File: config.mk
export PLATFORM = sky130hd
export DESIGN_NAME = can_fault_diag_wake_logic
export DESIGN_NICKNAME = d
export VERILOG_FILES = /design/src/verilog/fault_diag_pkg.sv /design/src/verilog/can_fault_diag_wake_logic.sv /design/src/verilog/open_wire_counter.sv
export SDC_FILE = /design/constraint.sdc
export NUM_CORES = 1
export LEC_CHECK = 0
export BUFFER_PORTS_ARGS = -buffer_cell sky130_fd_sc_hd__buf_2
export CORE_MARGIN = 5
export CORE_UTILIZATION = 35
export DETAILED_ROUTE_END_ITERATION = 7
export SYNTH_ARGS = -nofsm -noshare
export SYNTH_HDL_FRONTEND = slang
export SYNTH_SLANG_ARGS = --single-unit
File: constraint.sdc
create_clock -name pclk -period 3.5 [get_ports pclk]
set_input_delay 0 -clock pclk [delete_from_list [all_inputs] [get_ports pclk]]
set_output_delay 0 -clock pclk [all_outputs]
set_load 0.02 [all_outputs]
File: src/verilog/fault_diag_pkg.sv
// Package with constants and types of the CAN fault diagnosis and wake logic
// Functional notes
// - Open wire only reported; driver and receiver never change for it.
// - Open wire: differential receiver toggles, one single-ended receiver does not.
// - Single-ended receivers sampled inside a 1 us window after differential switch.
// - Each mismatch increments counter; at four an open wire is flagged.
// - Open-wire counting only while receiving, suspended while transmitting.
// - First variant: after flag, dominant samples decrement; zero means recovered.
// - Second variant: dominant decrements, recessive increments to four; zero recovers.
// - Transmit dominant beyond timeout disables the bus driver.
// - Stuck dominant sets status bit D1 of reset configuration register.
// - Driver re-enabled after transmit recessive longer than recovery time.
// - Second variant, battery terminated, normal/standby: bus dominant shows low on receive.
// - Receive low starts after 16 us wake filter; lasts bus dominant minus filter.
// - Activity report uses wake comparators of both lines, works with wire faults.
// - Wake in sleep moves to normal request and sets bus wake flag.
// - Wake in stop pulses interrupt output and sets bus wake flag.
// - Wake in normal/standby leaves flag clear; only second variant pulses receive.
// - Ground shift threshold selectable over serial port from four levels.
// - At transmit falling edge, high line below threshold sets ground shift flag.
// - Ground shift has no filter; one sample sets flag; software repeats checks.
// - Serial frame: three address bits, read/write bit, four data bits; the code uses an APB port with 32-bit words instead.
// - Write frame output meaningless; read frame last four bits carry register.
// - Register bits return to reset values on their listed reset conditions.
// - Transmit low requests dominant, high requests recessive.
// - CAN cell modes selected by port; battery terminated forced in sleep/stop.
package fault_diag_pkg;
    localparam int CLK_HZ = 20000000;
    localparam int SAMPLE_WIN_NS = 1000;
    localparam int SAMPLE_WIN_CYC = (SAMPLE_WIN_NS * (CLK_HZ / 1000000)) / 1000;
    localparam int TX_TIMEOUT_US = 750;
    localparam int TX_TIMEOUT_CYC = (TX_TIMEOUT_US * (CLK_HZ / 1000000));
    localparam int TX_RECOVER_US = 32;
    localparam int TX_RECOVER_CYC = TX_RECOVER_US * (CLK_HZ / 1000000);
    localparam int WAKE_FILT_US = 16;
    localparam int WAKE_FILT_CYC = WAKE_FILT_US * (CLK_HZ / 1000000);
    localparam logic [2:0] OPEN_LIMIT = 3'h4;
    // Idle pin levels: tx, diff rx, se_l, wake_l high, se_h, wake_h low, gnd comparators high, no por
    localparam logic [10:0] PIN_IDLE = 11'h6BE;
    localparam int VARIANT_FIRST = 0;
    localparam int VARIANT_SECOND = 1;
    // Register map, byte addresses of APB words
    localparam logic [7:0] ADDR_RCR = 8'h04;
    localparam logic [7:0] ADDR_CAN = 8'h08;
    localparam logic [7:0] ADDR_IOR = 8'h0C;
    localparam logic [7:0] ADDR_MODE = 8'h00;
    localparam int RCR_BUS_WAKE_BIT = 0;
    localparam int RCR_TX_STUCK_BIT = 1;
    localparam int IOR_SHIFT_BIT = 2;
    localparam logic [1:0] CAN_MODE_TERM = 2'h0;
    localparam logic [1:0] CAN_MODE_TXRX = 2'h1;
    localparam logic [1:0] CAN_MODE_RXONLY = 2'h2;
    typedef enum logic [2:0] {
        SBC_NORMAL = 3'h0,
        SBC_STANDBY = 3'h1,
        SBC_STOP = 3'h3,
        SBC_SLEEP = 3'h2,
        SBC_NORMREQ = 3'h6,
        SBC_RESET = 3'h7
    } sbc_mode_e;
    typedef struct packed {
        logic psel;
        logic penable;
        logic pwrite;
        logic [7:0] paddr;
        logic [31:0] pwdata;
    } apb_req_s;
    typedef struct packed {
        logic pready;
        logic pslverr;
        logic [31:0] prdata;
    } apb_rsp_s;
    typedef struct packed {
        logic [2:0] count;
        logic flagged;
        logic [4:0] win;
        logic armed;
        logic [1:0] se_start;
    } open_wire_s;
endpackage : fault_diag_pkg

File: src/verilog/can_fault_diag_wake_logic.sv
// CAN fault diagnosis, stuck transmit, wake reporting and ground shift logic
`timescale 1ns/1ps
module can_fault_diag_wake_logic
    import fault_diag_pkg::*;
#(
    parameter int VARIANT = VARIANT_SECOND,
    parameter int TX_TIMEOUT = TX_TIMEOUT_CYC
)
(
    input wire logic pclk,
    input wire logic presetn,
    input wire logic psel,
    input wire logic penable,
    input wire logic pwrite,
    input wire logic [7:0] paddr,
    input wire logic [31:0] pwdata,
    output logic pready,
    output logic pslverr,
    output logic [31:0] prdata,
    input wire logic txd_pin,
    input wire logic diff_rx_pin,
    input wire logic se_h_pin,
    input wire logic se_l_pin,
    input wire logic wake_h_pin,
    input wire logic wake_l_pin,
    input wire logic [3:0] gnd_cmp_pin,
    input wire logic por_event,
    output logic rxd_pin,
    output logic driver_en,
    output logic int_pulse,
    output logic [1:0] can_mode,
    output logic [2:0] sbc_mode,
    output logic open_wire_flag
);
    typedef struct packed {
        logic [1:0][10:0] sync;
        logic tx_prev;
        logic diff_prev;
        logic [$clog2(TX_TIMEOUT + 1) - 1:0] dom_cnt;
        logic [9:0] rec_cnt;
        logic tx_stuck;
        logic [9:0] wake_cnt;
        logic bus_active;
        logic bus_wake;
        logic shift;
        logic [1:0] shift_sel;
        logic [1:0] can_sel;
        sbc_mode_e mode;
        logic int_p;
        logic ready;
        logic [31:0] rdata;
        logic err;
    } top_s;

    top_s st_r;
    top_s st_nxt;
    logic tx_s;
    logic diff_s;
    logic se_h_s;
    logic se_l_s;
    logic wake_h_s;
    logic wake_l_s;
    logic [3:0] gnd_s;
    logic por_s;
    logic term_mode;
    logic low_power;
    logic access;
    logic ow_flag;
    logic ow_clear;

    initial
    begin
        if (TX_TIMEOUT < 2 || TX_TIMEOUT > 1048575)
            $error("can_fault_diag_wake_logic: TX_TIMEOUT out of range");
        if (VARIANT != VARIANT_FIRST && VARIANT != VARIANT_SECOND)
            $error("can_fault_diag_wake_logic: unsupported variant");
    end

    function automatic logic [31:0] read_word(input logic [7:0] addr, input top_s s,
        input logic ow);
        logic [31:0] w;
        w = 32'h0;
        case (addr)
            ADDR_MODE: w[2:0] = s.mode;
            ADDR_RCR:
            begin
                w[RCR_BUS_WAKE_BIT] = s.bus_wake;
                w[RCR_TX_STUCK_BIT] = s.tx_stuck;
            end
            ADDR_CAN: w[3:0] = {ow, 1'b0, s.can_sel};
            ADDR_IOR: w[3:0] = {1'b0, s.shift, s.shift_sel};
            default: w = 32'h0;
        endcase
        return w;
    endfunction : read_word

    function automatic logic addr_ok(input logic [7:0] addr);
        return addr == ADDR_MODE || addr == ADDR_RCR || addr == ADDR_CAN || addr == ADDR_IOR;
    endfunction : addr_ok

    assign {tx_s, diff_s, se_h_s, se_l_s, wake_h_s, wake_l_s, gnd_s, por_s} = st_r.sync[1];
    assign low_power = (st_r.mode == SBC_SLEEP) || (st_r.mode == SBC_STOP);
    assign term_mode = low_power || (st_r.can_sel == CAN_MODE_TERM);
    assign access = psel && penable && !st_r.ready;
    assign ow_clear = por_s || (st_r.mode == SBC_RESET);

    open_wire_counter #(
        .VARIANT(VARIANT)
    ) u_open_wire (
        .pclk(pclk),
        .presetn(presetn),
        .clear(ow_clear),
        .diff_rx(diff_s),
        .diff_edge(diff_s != st_r.diff_prev),
        .se_h(se_h_s),
        .se_l(se_l_s),
        .receiving(!term_mode && tx_s),
        .open_flag(ow_flag)
    );

    always_comb
    begin
        st_nxt = st_r;
        st_nxt.sync[0] = {txd_pin, diff_rx_pin, se_h_pin, se_l_pin, wake_h_pin, wake_l_pin,
            gnd_cmp_pin, por_event};
        st_nxt.sync[1] = st_r.sync[0];
        st_nxt.tx_prev = tx_s;
        st_nxt.diff_prev = diff_s;
        st_nxt.int_p = 1'b0;
        // Stuck dominant supervision, transmit low is dominant
        if (!tx_s)
        begin
            st_nxt.rec_cnt = '0;
            if (st_r.dom_cnt < ($bits(st_r.dom_cnt))'(TX_TIMEOUT))
                st_nxt.dom_cnt = st_r.dom_cnt + 1'b1;
            else
                st_nxt.tx_stuck = 1'b1;
        end
        else
        begin
            st_nxt.dom_cnt = '0;
            if (st_r.rec_cnt < 10'(TX_RECOVER_CYC))
                st_nxt.rec_cnt = st_r.rec_cnt + 10'h001;
            else
                st_nxt.tx_stuck = 1'b0;
        end
        // Wake filter on both wake comparators
        if (term_mode && (wake_h_s || !wake_l_s))
        begin
            if (st_r.wake_cnt < 10'(WAKE_FILT_CYC))
                st_nxt.wake_cnt = st_r.wake_cnt + 10'h001;
            else if (!st_r.bus_active)
            begin
                st_nxt.bus_active = 1'b1;
                if (st_r.mode == SBC_SLEEP)
                begin
                    st_nxt.mode = SBC_NORMREQ;
                    st_nxt.bus_wake = 1'b1;
                end
                else if (st_r.mode == SBC_STOP)
                begin
                    st_nxt.int_p = 1'b1;
                    st_nxt.bus_wake = 1'b1;
                end
            end
        end
        else
        begin
            st_nxt.wake_cnt = '0;
            st_nxt.bus_active = 1'b0;
        end
        // Ground shift at transmit falling edge, single unfiltered sample
        if (st_r.tx_prev && !tx_s && !gnd_s[st_r.shift_sel])
            st_nxt.shift = 1'b1;
        // APB access, one wait state
        st_nxt.ready = access;
        st_nxt.err = access && !addr_ok(paddr);
        st_nxt.rdata = access && !pwrite ? read_word(paddr, st_r, ow_flag) : 32'h0;
        if (access && pwrite)
        begin
            case (paddr)
                ADDR_MODE:
                    // Codes without a mode are ignored
                    if (pwdata[2:0] != 3'h4 && pwdata[2:0] != 3'h5)
                        st_nxt.mode = sbc_mode_e'(pwdata[2:0]);
                ADDR_CAN: st_nxt.can_sel = pwdata[1:0];
                ADDR_IOR: st_nxt.shift_sel = pwdata[1:0];
                default: st_nxt.can_sel = st_r.can_sel;
            endcase
        end
        // Read clears bus wake and ground shift flags, not tx_stuck; a new set in the same cycle wins
        if (access && !pwrite && paddr == ADDR_RCR
            && !(st_nxt.bus_active && !st_r.bus_active && low_power))
            st_nxt.bus_wake = 1'b0;
        if (access && !pwrite && paddr == ADDR_IOR && !(st_r.tx_prev && !tx_s))
            st_nxt.shift = 1'b0;
        // Reset conditions of the register bits
        if (por_s)
        begin
            st_nxt.bus_wake = 1'b0;
            st_nxt.can_sel = CAN_MODE_TERM;
            st_nxt.shift_sel = 2'h0;
            st_nxt.shift = 1'b0;
            st_nxt.mode = SBC_RESET;
        end
        else if (st_r.mode == SBC_RESET)
        begin
            st_nxt.can_sel = CAN_MODE_TERM;
            st_nxt.shift_sel = 2'h0;
        end
    end

    always_ff @(posedge pclk or negedge presetn)
    begin
        if (!presetn)
        begin
            st_r <= '0;
            st_r.sync <= {2{PIN_IDLE}};
            st_r.tx_prev <= 1'b1;
            st_r.diff_prev <= 1'b1;
            st_r.mode <= SBC_RESET;
        end
        else
            st_r <= st_nxt;
    end

    assign pready = st_r.ready;
    assign pslverr = st_r.err;
    assign prdata = st_r.rdata;
    // Activity report on receive, second variant outside sleep and stop only
    assign rxd_pin = (VARIANT == VARIANT_SECOND && term_mode && !low_power
        && st_r.bus_active) ? 1'b0 : (term_mode ? 1'b1 : diff_s);
    assign driver_en = !st_r.tx_stuck && !term_mode && st_r.can_sel == CAN_MODE_TXRX;
    assign int_pulse = st_r.int_p;
    assign can_mode = term_mode ? CAN_MODE_TERM : st_r.can_sel;
    assign sbc_mode = st_r.mode;
    assign open_wire_flag = ow_flag;
endmodule : can_fault_diag_wake_logic

File: src/verilog/open_wire_counter.sv
// Open wire detection and recovery counter for one differential receiver pair
`timescale 1ns/1ps
module open_wire_counter
    import fault_diag_pkg::*;
#(
    parameter int VARIANT = VARIANT_SECOND
)
(
    input wire logic pclk,
    input wire logic presetn,
    input wire logic clear,
    input wire logic diff_rx,
    input wire logic diff_edge,
    input wire logic se_h,
    input wire logic se_l,
    input wire logic receiving,
    output logic open_flag
);
    open_wire_s st_r;
    open_wire_s st_nxt;
    logic mismatch;
    logic se_dom;

    initial
    begin
        if (VARIANT != VARIANT_FIRST && VARIANT != VARIANT_SECOND)
            $error("open_wire_counter: unsupported variant");
    end

    // Sample ends inside the window: one single-ended receiver did not follow
    assign mismatch = st_r.armed && (st_r.win == 5'h01)
        && ((se_h != st_r.se_start[1]) != (se_l != st_r.se_start[0]));
    // Dual-wire dominant: both single-ended receivers report dominant
    assign se_dom = se_h && !se_l;

    always_comb
    begin
        st_nxt = st_r;
        // An edge inside a running window is not sampled on its own
        if (diff_edge && receiving && !st_r.armed)
        begin
            // se_start still holds the levels from before the edge
            st_nxt.armed = 1'b1;
            st_nxt.win = 5'(SAMPLE_WIN_CYC);
        end
        else if (st_r.armed)
        begin
            st_nxt.win = st_r.win - 5'h01;
            if (st_r.win == 5'h01)
            begin
                st_nxt.armed = 1'b0;
                if (!st_r.flagged)
                begin
                    if (mismatch)
                        st_nxt.count = st_r.count + 3'h1;
                    if (mismatch && st_r.count + 3'h1 == OPEN_LIMIT)
                        st_nxt.flagged = 1'b1;
                end
                else if (!diff_rx)
                begin
                    // Recovery samples are taken in dominant windows only
                    if (se_dom)
                    begin
                        st_nxt.count = st_r.count - 3'h1;
                        if (st_r.count == 3'h1)
                            st_nxt.flagged = 1'b0;
                    end
                    else if (VARIANT == VARIANT_SECOND && st_r.count < OPEN_LIMIT)
                        st_nxt.count = st_r.count + 3'h1;
                end
            end
        end
        else
            st_nxt.se_start = {se_h, se_l};
        if (!receiving)
            st_nxt.armed = 1'b0;
        if (clear)
            st_nxt = '0;
    end

    always_ff @(posedge pclk or negedge presetn)
    begin
        if (!presetn)
            st_r <= '0;
        else
            st_r <= st_nxt;
    end

    assign open_flag = st_r.flagged;
endmodule : open_wire_counter
Word-level counts from Yosys, hierarchy flattened. Cells that the tools add are included.

Bits in registers: 88. Bits in read-only memories: 0. Output and inout port bits: 43. Latch bits: 0. Memories: 0. Memory bits (writable): 0.

$lt $le $gt $ge: 5. Div/mod/pow operators: 0. Bitwise operators: 0. $mul: 0. Equal/unequal tests: 26. Add/sub/neg operators: 6. Multiplexer cells: 56. Shift operators: 0. Reduce and logical (&&, ||, !) cells: 67.

Operators by type and width (count): $mux 4 (10); $mux 10 (3); $logic_and 1x1->1 (26); $mux 25 (1); $mux 3 (7); $reduce_bool 3->1 (7); $add 10x1->10 const B (2); $mux 1 (20); $eq 8x4->1 const B (2); $add 14x1->14 const B (1); $logic_not 1->1 (14); $lt 14x14->1 const B (1); $mux 14 (1); $mux 2 (7); $mux 12 (1); $mux 11 (1); $lt 10x10->1 const B (1); $lt 10x9->1 const B (1); $ne 3x3->1 const B (3); $eq 8x3->1 const B (1); $logic_not 8->1 (1); $ne 2x2->1 const B (4); $pmux 2 s4 (1); $reduce_and 2->1 (4); other kinds (26) (40).

Depth between registers and ports, before layout. Gate-level depths: netlist (run 1).

Depth in word-level cells: 12. Depth in mapped cells: 7. Gate-level depth less buffers: 7.

By module. A second synthesis (run 1) with hierarchy kept.

Cell total of the unflattened synthesis: 428. Area total of the unflattened synthesis: 4523.1 µm².

By module, submodules not included: can_fault_diag_wake_logic (area each 3744.8 µm², cells each 348, times used 1); open_wire_counter (area each 778.2 µm², cells each 80, times used 1).

Worst setup path before layout (run 1). No wires, ideal clock.

Kind: reg2reg. Start: reg u_open_wire.st_r[6] (netlist name). End: reg u_open_wire.st_r[11] (netlist name). Data arrival time: 1.930 ns. Period minus slack after synthesis: 2.008 ns. Stages on the path, launching flop included: 6. Buffers on the path: 0. Path slack: 1.492 ns. Cell sequence: dfrtp_1 -> or4b_4 -> a2111oi_4 -> a22oi_2 -> or4_1 -> a21oi_1.

Cells in the longest elaborated chain, start to end: 5. Elaborated cells between the ends (all ways): 6. Those cells by class: eq/ne: 1; reduce/logical: 5.

RTL lines: from (decl) (line open_wire_counter.sv:19) `open_wire_s st_r;`; from (signal assigned) (line open_wire_counter.sv:86) `st_r <= st_nxt;`; $eq 5x1->1 (*) (line open_wire_counter.sv:31, open_wire_counter.sv:49); $logic_and 1x1->1 (line open_wire_counter.sv:31) `assign mismatch = st_r.armed && (st_r.win == 5'h01)`; $logic_and 1x1->1 (line open_wire_counter.sv:32) `&& ((se_h != st_r.se_start[1]) != (se_l != st_r.se_start[0]));`; $reduce_bool 3->1 (no source line); $reduce_and 6->1 (no source line) (*).

Mark *: on every way between the ends. The rest lies on a longest branch, timed or not. A chain may end at the register's enable or synchronous reset.

Final worst setup path (run 1).
Start: reg u_open_wire.st_r[2] (netlist name). End: reg u_open_wire.st_r[11] (netlist name).

Cells in the longest elaborated chain, start to end: 4. Elaborated cells between the ends (all ways): 8. Those cells by class: eq/ne: 1; reduce/logical: 7.

RTL lines (line): $logic_not 1->1 / $logic_and 1x1->1 (equally long branches) (open_wire_counter.sv:40, open_wire_counter.sv:31); $logic_and 1x1->1, on equally long branches (open_wire_counter.sv:40, open_wire_counter.sv:32); $ne 2x2->1 (no source line) / $reduce_bool 3->1 (equally long branches); $reduce_and 6->1 (no source line) (*).

Marks and branches as above.

==> summary.md, run 1 <==
| Metric | Value |
|---|---|
| Worst Setup Start Kind | register |
| Crit path to | u_open_wire.st_r[11]$_DFFE_PN0P_ |
| Post-synth top area share | 0.397 |
| Die area | between 0.01 and 0.015 mm² |
| Multi-input logic area | 0.00173 mm² |
| H-tree Lvls | 3 |
| FF-to-FF path depth | 5 |
| Root Driver | clkbuf_16 |
| WL per Instance | roughly 13 µm |
| Synth area leader | dfrtp_1 |
| Yosys warns | 0 |
| Met2 GRT Util | 0.186 |
| VDD IR max | ~0.20 mV |
| Type of the worst min-delay path | primary input to register |
| WS Path Type | register to register |
| Clock Latency Late Sink | around 330 ps |
| Crit-path max FO | 9 |
| TNS Setup | 0 ps |
| Max Cap Viol | 0 |
| Post-DRT Antenna Nets | 0 |
| Number of CTS-inserted buffers | 9 |
| Initial antenna violation count | 0 |
| Critical Path Start | u_open_wire.st_r[2]$_DFF_PN0_ |
| Top Usage Layer GRT | met2 |
| First-pass GRT wire length | about 13000 µm |
| Met3 GRT Util | 0.0297 |
| Synthesized flop and latch total | 88 |
| Power Density | roughly 440 mW/mm² |
| Worst slew margin | 0.397 |
| Vias per cell | approximately 4.8 |
| Crit end category | register |
| Core Util, Final | 0.412 |
| Ant. Diodes | 0 |
| Synth async-reset ratio | 1.00 |
| Grt ovf | 0 |
| EDFF count, synth | 0 |
| Data arrival, critical path | about 2400 ps |
| Outcome | completed |
| Port bufs | between 40 and 50 |
| Reg clk slew, reported paths | 60 ps |
| Share of layout cells above drive strength 1 | 0.195 |
| GP Congestion | roughly 0.78 |
| GR Util met1 | 0.148 |
| Worst-Margin Slew | ~900 ps |
| Syn Area/Cell | 10.7 µm² |
| Reg2Reg Setup Slack | 1350 ps |
| Rows | 40 |
| Storage cell area | 0.00223 mm² |
| Maximum clock rate | 466 MHz |
| Tcrit/Tclk final | 0.613 |
| GRT Total Usage | 0.116 |
| Final Hold Viols | 0 |
| Post-route minimum period | 2150 ps |
| Cell count after synthesis | around 400 |
| RSZ-0062 raised after global routing | false |
| Synth top area cells | dfrtp_1 (40%), dfstp_2 (13%), buf_4 (6.4%) |
| Mapped cell area | ~0.0042 mm² |
| Final setup vio count | 0 |
| Clock buffer depth | 2 |
| DRT Wirelength | ~7800 µm |
| CTS tree | done |
| Top FF cell, synth | dfrtp_1 |
| Leak | 0.00214 µW |
| Largest net degree at the start of global routing | 68 |
| Die W | 120 µm |
| Clock Skews | 5.91 ps |
| Initial drt markers | 126 |
| CP required | about 3800 ps |
| Most frequent cell after synthesis | dfrtp_1 |
| Via count | 2875 |
| Post-synth top cells | dfrtp_1 (67), nor2_1 (41), buf_4 (36) |
| Seq/Total Area, Yosys | 0.528 |
| Max-slew violation count | 0 |
| Vias in the first global route | roughly 2900 |
| R2r startpoint | u_open_wire.st_r[2]$_DFF_PN0_ |
| TritonRoute pass-1 iters | 4 |
| Final net count | slightly above 500 |
| Initial core utilization | 0.355 |
| DP HPWL | 5370 µm |
| R2r endpoint | u_open_wire.st_r[11]$_DFFE_PN0P_ |
| Synth cell types | between 50 and 60 |
| Clock Sinks | about 90 |
| Layout area overhead | 16.1% |
| FILL cells | ~1100 |
| Boundary Pins | 99 |
| Die Height | 120 µm |
| # DRC | 0 |
| Core area | roughly 0.012 mm² |
| WHS Path Cells | 3 |
[final cells by class]
class	count	share of cell area
well taps	147	0.0375
flip-flops and latches	88	0.455
clock buffers	11	0.0495
clock inverters	5	0.00664
repair buffers	63	0.0863
inverters	16	0.0123
multi-input cells	273	0.353
[per-layer routing]
metal	wire length [µm]	up-vias
met5	0	-
met3	398	11
met1	3780	1397
met4	123	0
li1	-	1400
met2	3540	67
[worst max-delay path, cell delays in order (launching register included)]
cell and delay (ps):
dfrtp_1 490, or4b_4 540, a2111oi_4 220, a22oi_2 170, or4_1 520, a21oi_1 130
[placed cells by master (no fill, tap or decap), drive strengths merged, types with 3 or more instances in the layout]
master       synthesis  routed
a2111oi              4       4
a211oi               7       7
a21oi               19      19
a31oi                4       4
and2                10      10
and3                 3       3
buf                 38      43
clkbuf               7      11
clkinvlp             0       3
conb                 1      28
dfrtp               67      67
dfstp               21      21
dlygate4sd3          0      20
ha                   9       9
inv                 16      16
mux2i                9       9
mux4                 3       3
nand2               25      25
nand2b               5       5
nand3               11      11
nand4                6       6
nor2                41      41
nor2b                6       6
nor3                 4       4
o21ai               14      14
or3                  4       4
xnor2               23      23
xor2                 9       9
[repair_timing]
| action | CTS | global route |
|---|---|---|
| resized for setup | 0 | 0 |
| endpoints found under the setup margin | 0 | 0 |
| endpoints found under the hold margin | 73 | 0 |
| setup buffers | 0 | 0 |
| hold buffers | 20 | 0 |
[how the worst min path moves through the flow]
stage	from	end	slack, ps
after global routing	penable	pready$_DFF_PN0_	10
after global placement	txd_pin	st_nxt[103]$_DFF_PN1_	100
final	paddr[6]	pslverr$_DFF_PN0_	20
after detailed placement	txd_pin	st_nxt[103]$_DFF_PN1_	110
after floorplan	presetn	int_pulse$_DFF_PN0_	-300
after CTS	penable	pready$_DFF_PN0_	7
[metrics by stage]
stage	area (µm²)	setup slack, ps	power (µW)	hold WS [ps]	cells
finish	4900	1350	2140	18.1	603
global route	4900	1230	2240	14.6	603
CTS	4900	1370	2170	7.44	603
detailed placement	4430	1380	1260	106	567
global placement	4430	1400	1250	105	567
floorplan	4320	1490	1220	-296	422
[cells by family after synthesis]
| group | count (synthesis) | synth area share |
|---|---|---|
| AOI/OAI and AO/OA | 62 | 0.0987 |
| other | 1 | 0.000888 |
| DFF | 88 | 0.528 |
| buffers and inverters | 61 | 0.0862 |
| adders and majority gates | 9 | 0.0267 |
| xor gates and xnor gates | 32 | 0.0664 |
| muxes | 12 | 0.0373 |
| and+or+nand+nor | 130 | 0.156 |
[state kept, by name, indices dropped and copies added (netlist names), 3 cells and up]
| signal | cells |
|---|---|
| prdata | 4 |
| gnd_s | 4 |
| st_r | 46 |
| sbc_mode | 3 |
| st_nxt | 12 |
| u_open_wire.st_r | 11 |
[where the power goes]
group / total, µW / internal, µW / switching, µW
logic: 151 / 60.3 / 90.7
registers: 1100 / 1060 / 36.6
clock network: 884 / 498 / 386
total: 2140 / 1620 / 513
Power figures use the tool's default switching activity.
==> run 2: changes to the inputs <==
==> constraint.sdc (replaced) <==
create_clock -name pclk -period 1.93 [get_ports pclk]
set_input_delay 0 -clock pclk [delete_from_list [all_inputs] [get_ports pclk]]
set_output_delay 0 -clock pclk [all_outputs]
set_load 0.02 [all_outputs]
==> run 2 against run 1 <==
Effect of this change: flip-flop and latch count unchanged; non-clock buffer count increased by 19; worst hold slack about the same; worst setup slack got worse by 1400 ps; first-iteration DRC count increased by 27%; clock skew increased by 0.89 ps; die area unchanged; critical path type unchanged; highest routed layer unchanged.
==> summary.md, run 2 (same netlist as run 1, synthesis figures left out) <==
| Metric | Value |
|---|---|
| CTS tree | done |
| Largest register FFs | 46 (unchanged) |
| GRT Total Usage | 0.121 (+0.00535) |
| Share of layout cells above drive strength 1 | 0.236 (+0.0406) |
| Clock Latency Late Sink | 340 ps (about the same) |
| Rows | 40 (unchanged) |
| Maximum clock rate | 518 MHz (+11%) |
| Post-DRT Antenna Nets | 0 (unchanged) |
| Layout area overhead | 20.7% |
| Largest net degree at the start of global routing | 47 (-31%) |
| Die W | 120 µm (unchanged) |
| Clock buffer depth | 2 (unchanged) |
| CP max stage cell | or4b_4 |
| Largest Register | st_r |
| Worst slew margin | 0.600 (+0.203) |
| Outcome | completed |
| TritonRoute pass-1 iters | 4 (unchanged) |
| Core area | 0.0119 mm² (unchanged) |
| FILL cells | 1133 (-1.0%) |
| Core Util, Final | 0.428 (+0.0163) |
| Fin area | 0.00510 mm² (+4.0%) |
| Reg clk slew, reported paths | 60 ps (about the same) |
| Crit path to | u_open_wire.st_r[11]$_DFFE_PN0P_ |
| CP delay by family, top | simple AND/OR/NAND/NOR gates |
| R2r endpoint | u_open_wire.st_r[11]$_DFFE_PN0P_ |
| Power Density | 787 mW/mm² (+81%) |
| Max-slew violation count | 0 (unchanged) |
| RSZ-0062 raised after global routing | true |
| Worst Setup Start Kind | register |
| Sequential share of power | 0.497 (-0.018) |
| CP required | 2190 ps (-1570 ps) |
| Worst-Margin Slew | 600 ps (-304 ps) |
| Port bufs | 41 (unchanged) |
| FF-to-FF path depth | 5 (unchanged) |
| Type of the worst min-delay path | primary input to register |
| Clock share of power | 0.430 (+0.016) |
| Sw frac | 0.233 (-0.00791) |
| Max stage delay on crit path | 560 ps (+20 ps) |
| WL per Instance | 13.3 µm (+2.7%) |
| Critical-path cell list | or4b_4 > a2111oi_4 > a22oi_2 > or4_4 > a21oi_2 |
| VDD IR max | 0.508 mV (+150%) |
| Clock Skews | 6.81 ps (+0.892 ps) |
| Critical Path Start | u_open_wire.st_r[7]$_DFFE_PN0P_ |
| Commonest non-fill, non-tap cell in the layout | dfrtp_1 |
| WS Path Type | register to register |
| Clock Sinks | 88 (unchanged) |
| Dpl cells | 583 (+2.8%) |
| Die Height | 120 µm (unchanged) |
| GP Congestion | 0.809 (+3.3%) |
| Root Driver | clkbuf_16 |
| Vias per cell | 4.71 (-1.2%) |
| Boundary Pins | 99 (unchanged) |
| H-tree Lvls | 3 (unchanged) |
| Initial drt markers | 160 (+27%) |
| Storage cell area | 0.00223 mm² (unchanged) |
| Switching power | 932 µW (+82%) |
| Critical path depth | 5 (unchanged) |
| Cell Area, Placed | 0.00456 mm² (+3.0%) |
| Crit end category | register |
| Int Power | 3080 µW (+90%) |
| Leak | 0.00227 µW (+6.0%) |
| Power share of the combinational group | 0.073 (+0.002) |
| # DRC | 0 (unchanged) |
| Crit-path max FO | 3 (-6) |
| Grt ovf | 0 (unchanged) |
| Final setup vio count | 0 (unchanged) |
| Crit path buf inv count | 0 (unchanged) |
| Data arrival, critical path | 2190 ps (-210 ps) |
| Final net count | 535 (+3.7%) |
| Tcrit/Tclk final | 1.00 (+0.386) |
| Initial core utilization | 0.355 (unchanged) |
| Non-Filler Instances | 622 (+3.2%) |
| Via count | 2931 (+1.9%) |
| Ant. Diodes | 0 (unchanged) |
| Reg2Reg Setup Slack | 0.9 ps (-1350 ps) |
| DP HPWL | 5880 µm (+9.6%) |
| Vias in the first global route | 2932 (+1.9%) |
| First-pass GRT wire length | 14100 µm (+4.6%) |
| Max Cap Viol | 0 (unchanged) |
| Number of CTS-inserted buffers | 9 (unchanged) |
| Post-route minimum period | 1930 ps (-217 ps) |
| Final Hold Viols | 0 (unchanged) |
| Initial antenna violation count | 0 (unchanged) |
| Multi-input logic area | 0.00175 mm² (+0.94%) |
| DRT Wirelength | 8300 µm (+5.9%) |
| R2r startpoint | u_open_wire.st_r[7]$_DFFE_PN0P_ |
| Pwr Total | 4010 µW (+88%) |
| Die area | 0.0144 mm² (unchanged) |
| Commonest cells after routing, fill and taps aside | dfrtp_1 (67), nor2_1 (41), buf_2 (40), conb_1 (28), nand2_1 (25) |
run 2: cell type report:
type	count	area share
clock inverter	6	0.0115
inverter	16	0.0118
clock buffer	10	0.0469
multi-input combinational	273	0.343
sequential	88	0.437
tap	147	0.0361
timing repair buffer	82	0.113
run 2: metrics by stage:
stage	setup slack, ps	hold WS, ps	setup TNS, ps
floorplan	-57.9	-296	-57.9
global placement	-27.7	44.0	-27.7
detailed placement	-35.7	54.8	-35.7
CTS	1.23	3.03	0
global route	-86.0	11.2	-153
finish	0.923	17.6	0
run 2: layer usage:
layer  wire length, µm  part of all wire  global-route usage  up-vias
met5                 0                 0                   0        -
met4               133             0.016              0.0408        0
met3               425             0.051              0.0358       10
met2              3830              0.46               0.191       69
met1              3910              0.47               0.159     1413
li1                  -                 -                   -     1439
run 2: worst min path at each step:
| stage | startpoint | endpoint | cells past startpoint |
|---|---|---|---|
| after floorplan | presetn | int_pulse$_DFF_PN0_ | 0 |
| after global placement | presetn | st_r[75]$_DFFE_PN0P_ | 1 |
| after detailed placement | presetn | st_nxt[101]$_DFF_PN0_ | 1 |
| after CTS | penable | pready$_DFF_PN0_ | 2 |
| after global routing | penable | pready$_DFF_PN0_ | 2 |
| final | penable | pready$_DFF_PN0_ | 2 |
run 2: repair_timing:
item | 4_1_cts | 5_1_grt
setup endpoints to repair | 1 | 13
hold buffers | 20 | 0
resized for setup | 0 | 6
pin swaps | 2 | 1
buffers inserted | 0 | 3
endpoints found under the hold margin | 46 | 0
run 2: power groups by stage:
stage | Combinational (µW) | Sequential [µW] | Clock (µW)
floorplan | 206 | 2010 | 0
global placement | 255 | 2020 | 0
detailed placement | 263 | 2020 | 0
CTS | 295 | 1990 | 1780
global route | 327 | 2000 | 1870
finish | 292 | 1990 | 1730
run 2: worst register-to-register path, cell delays in order, from the launching register on:
cell and delay, ps:
dfrtp_1 380, or4b_4 560, a2111oi_4 220, a22oi_2 140
or4_4 430, a21oi_2 140
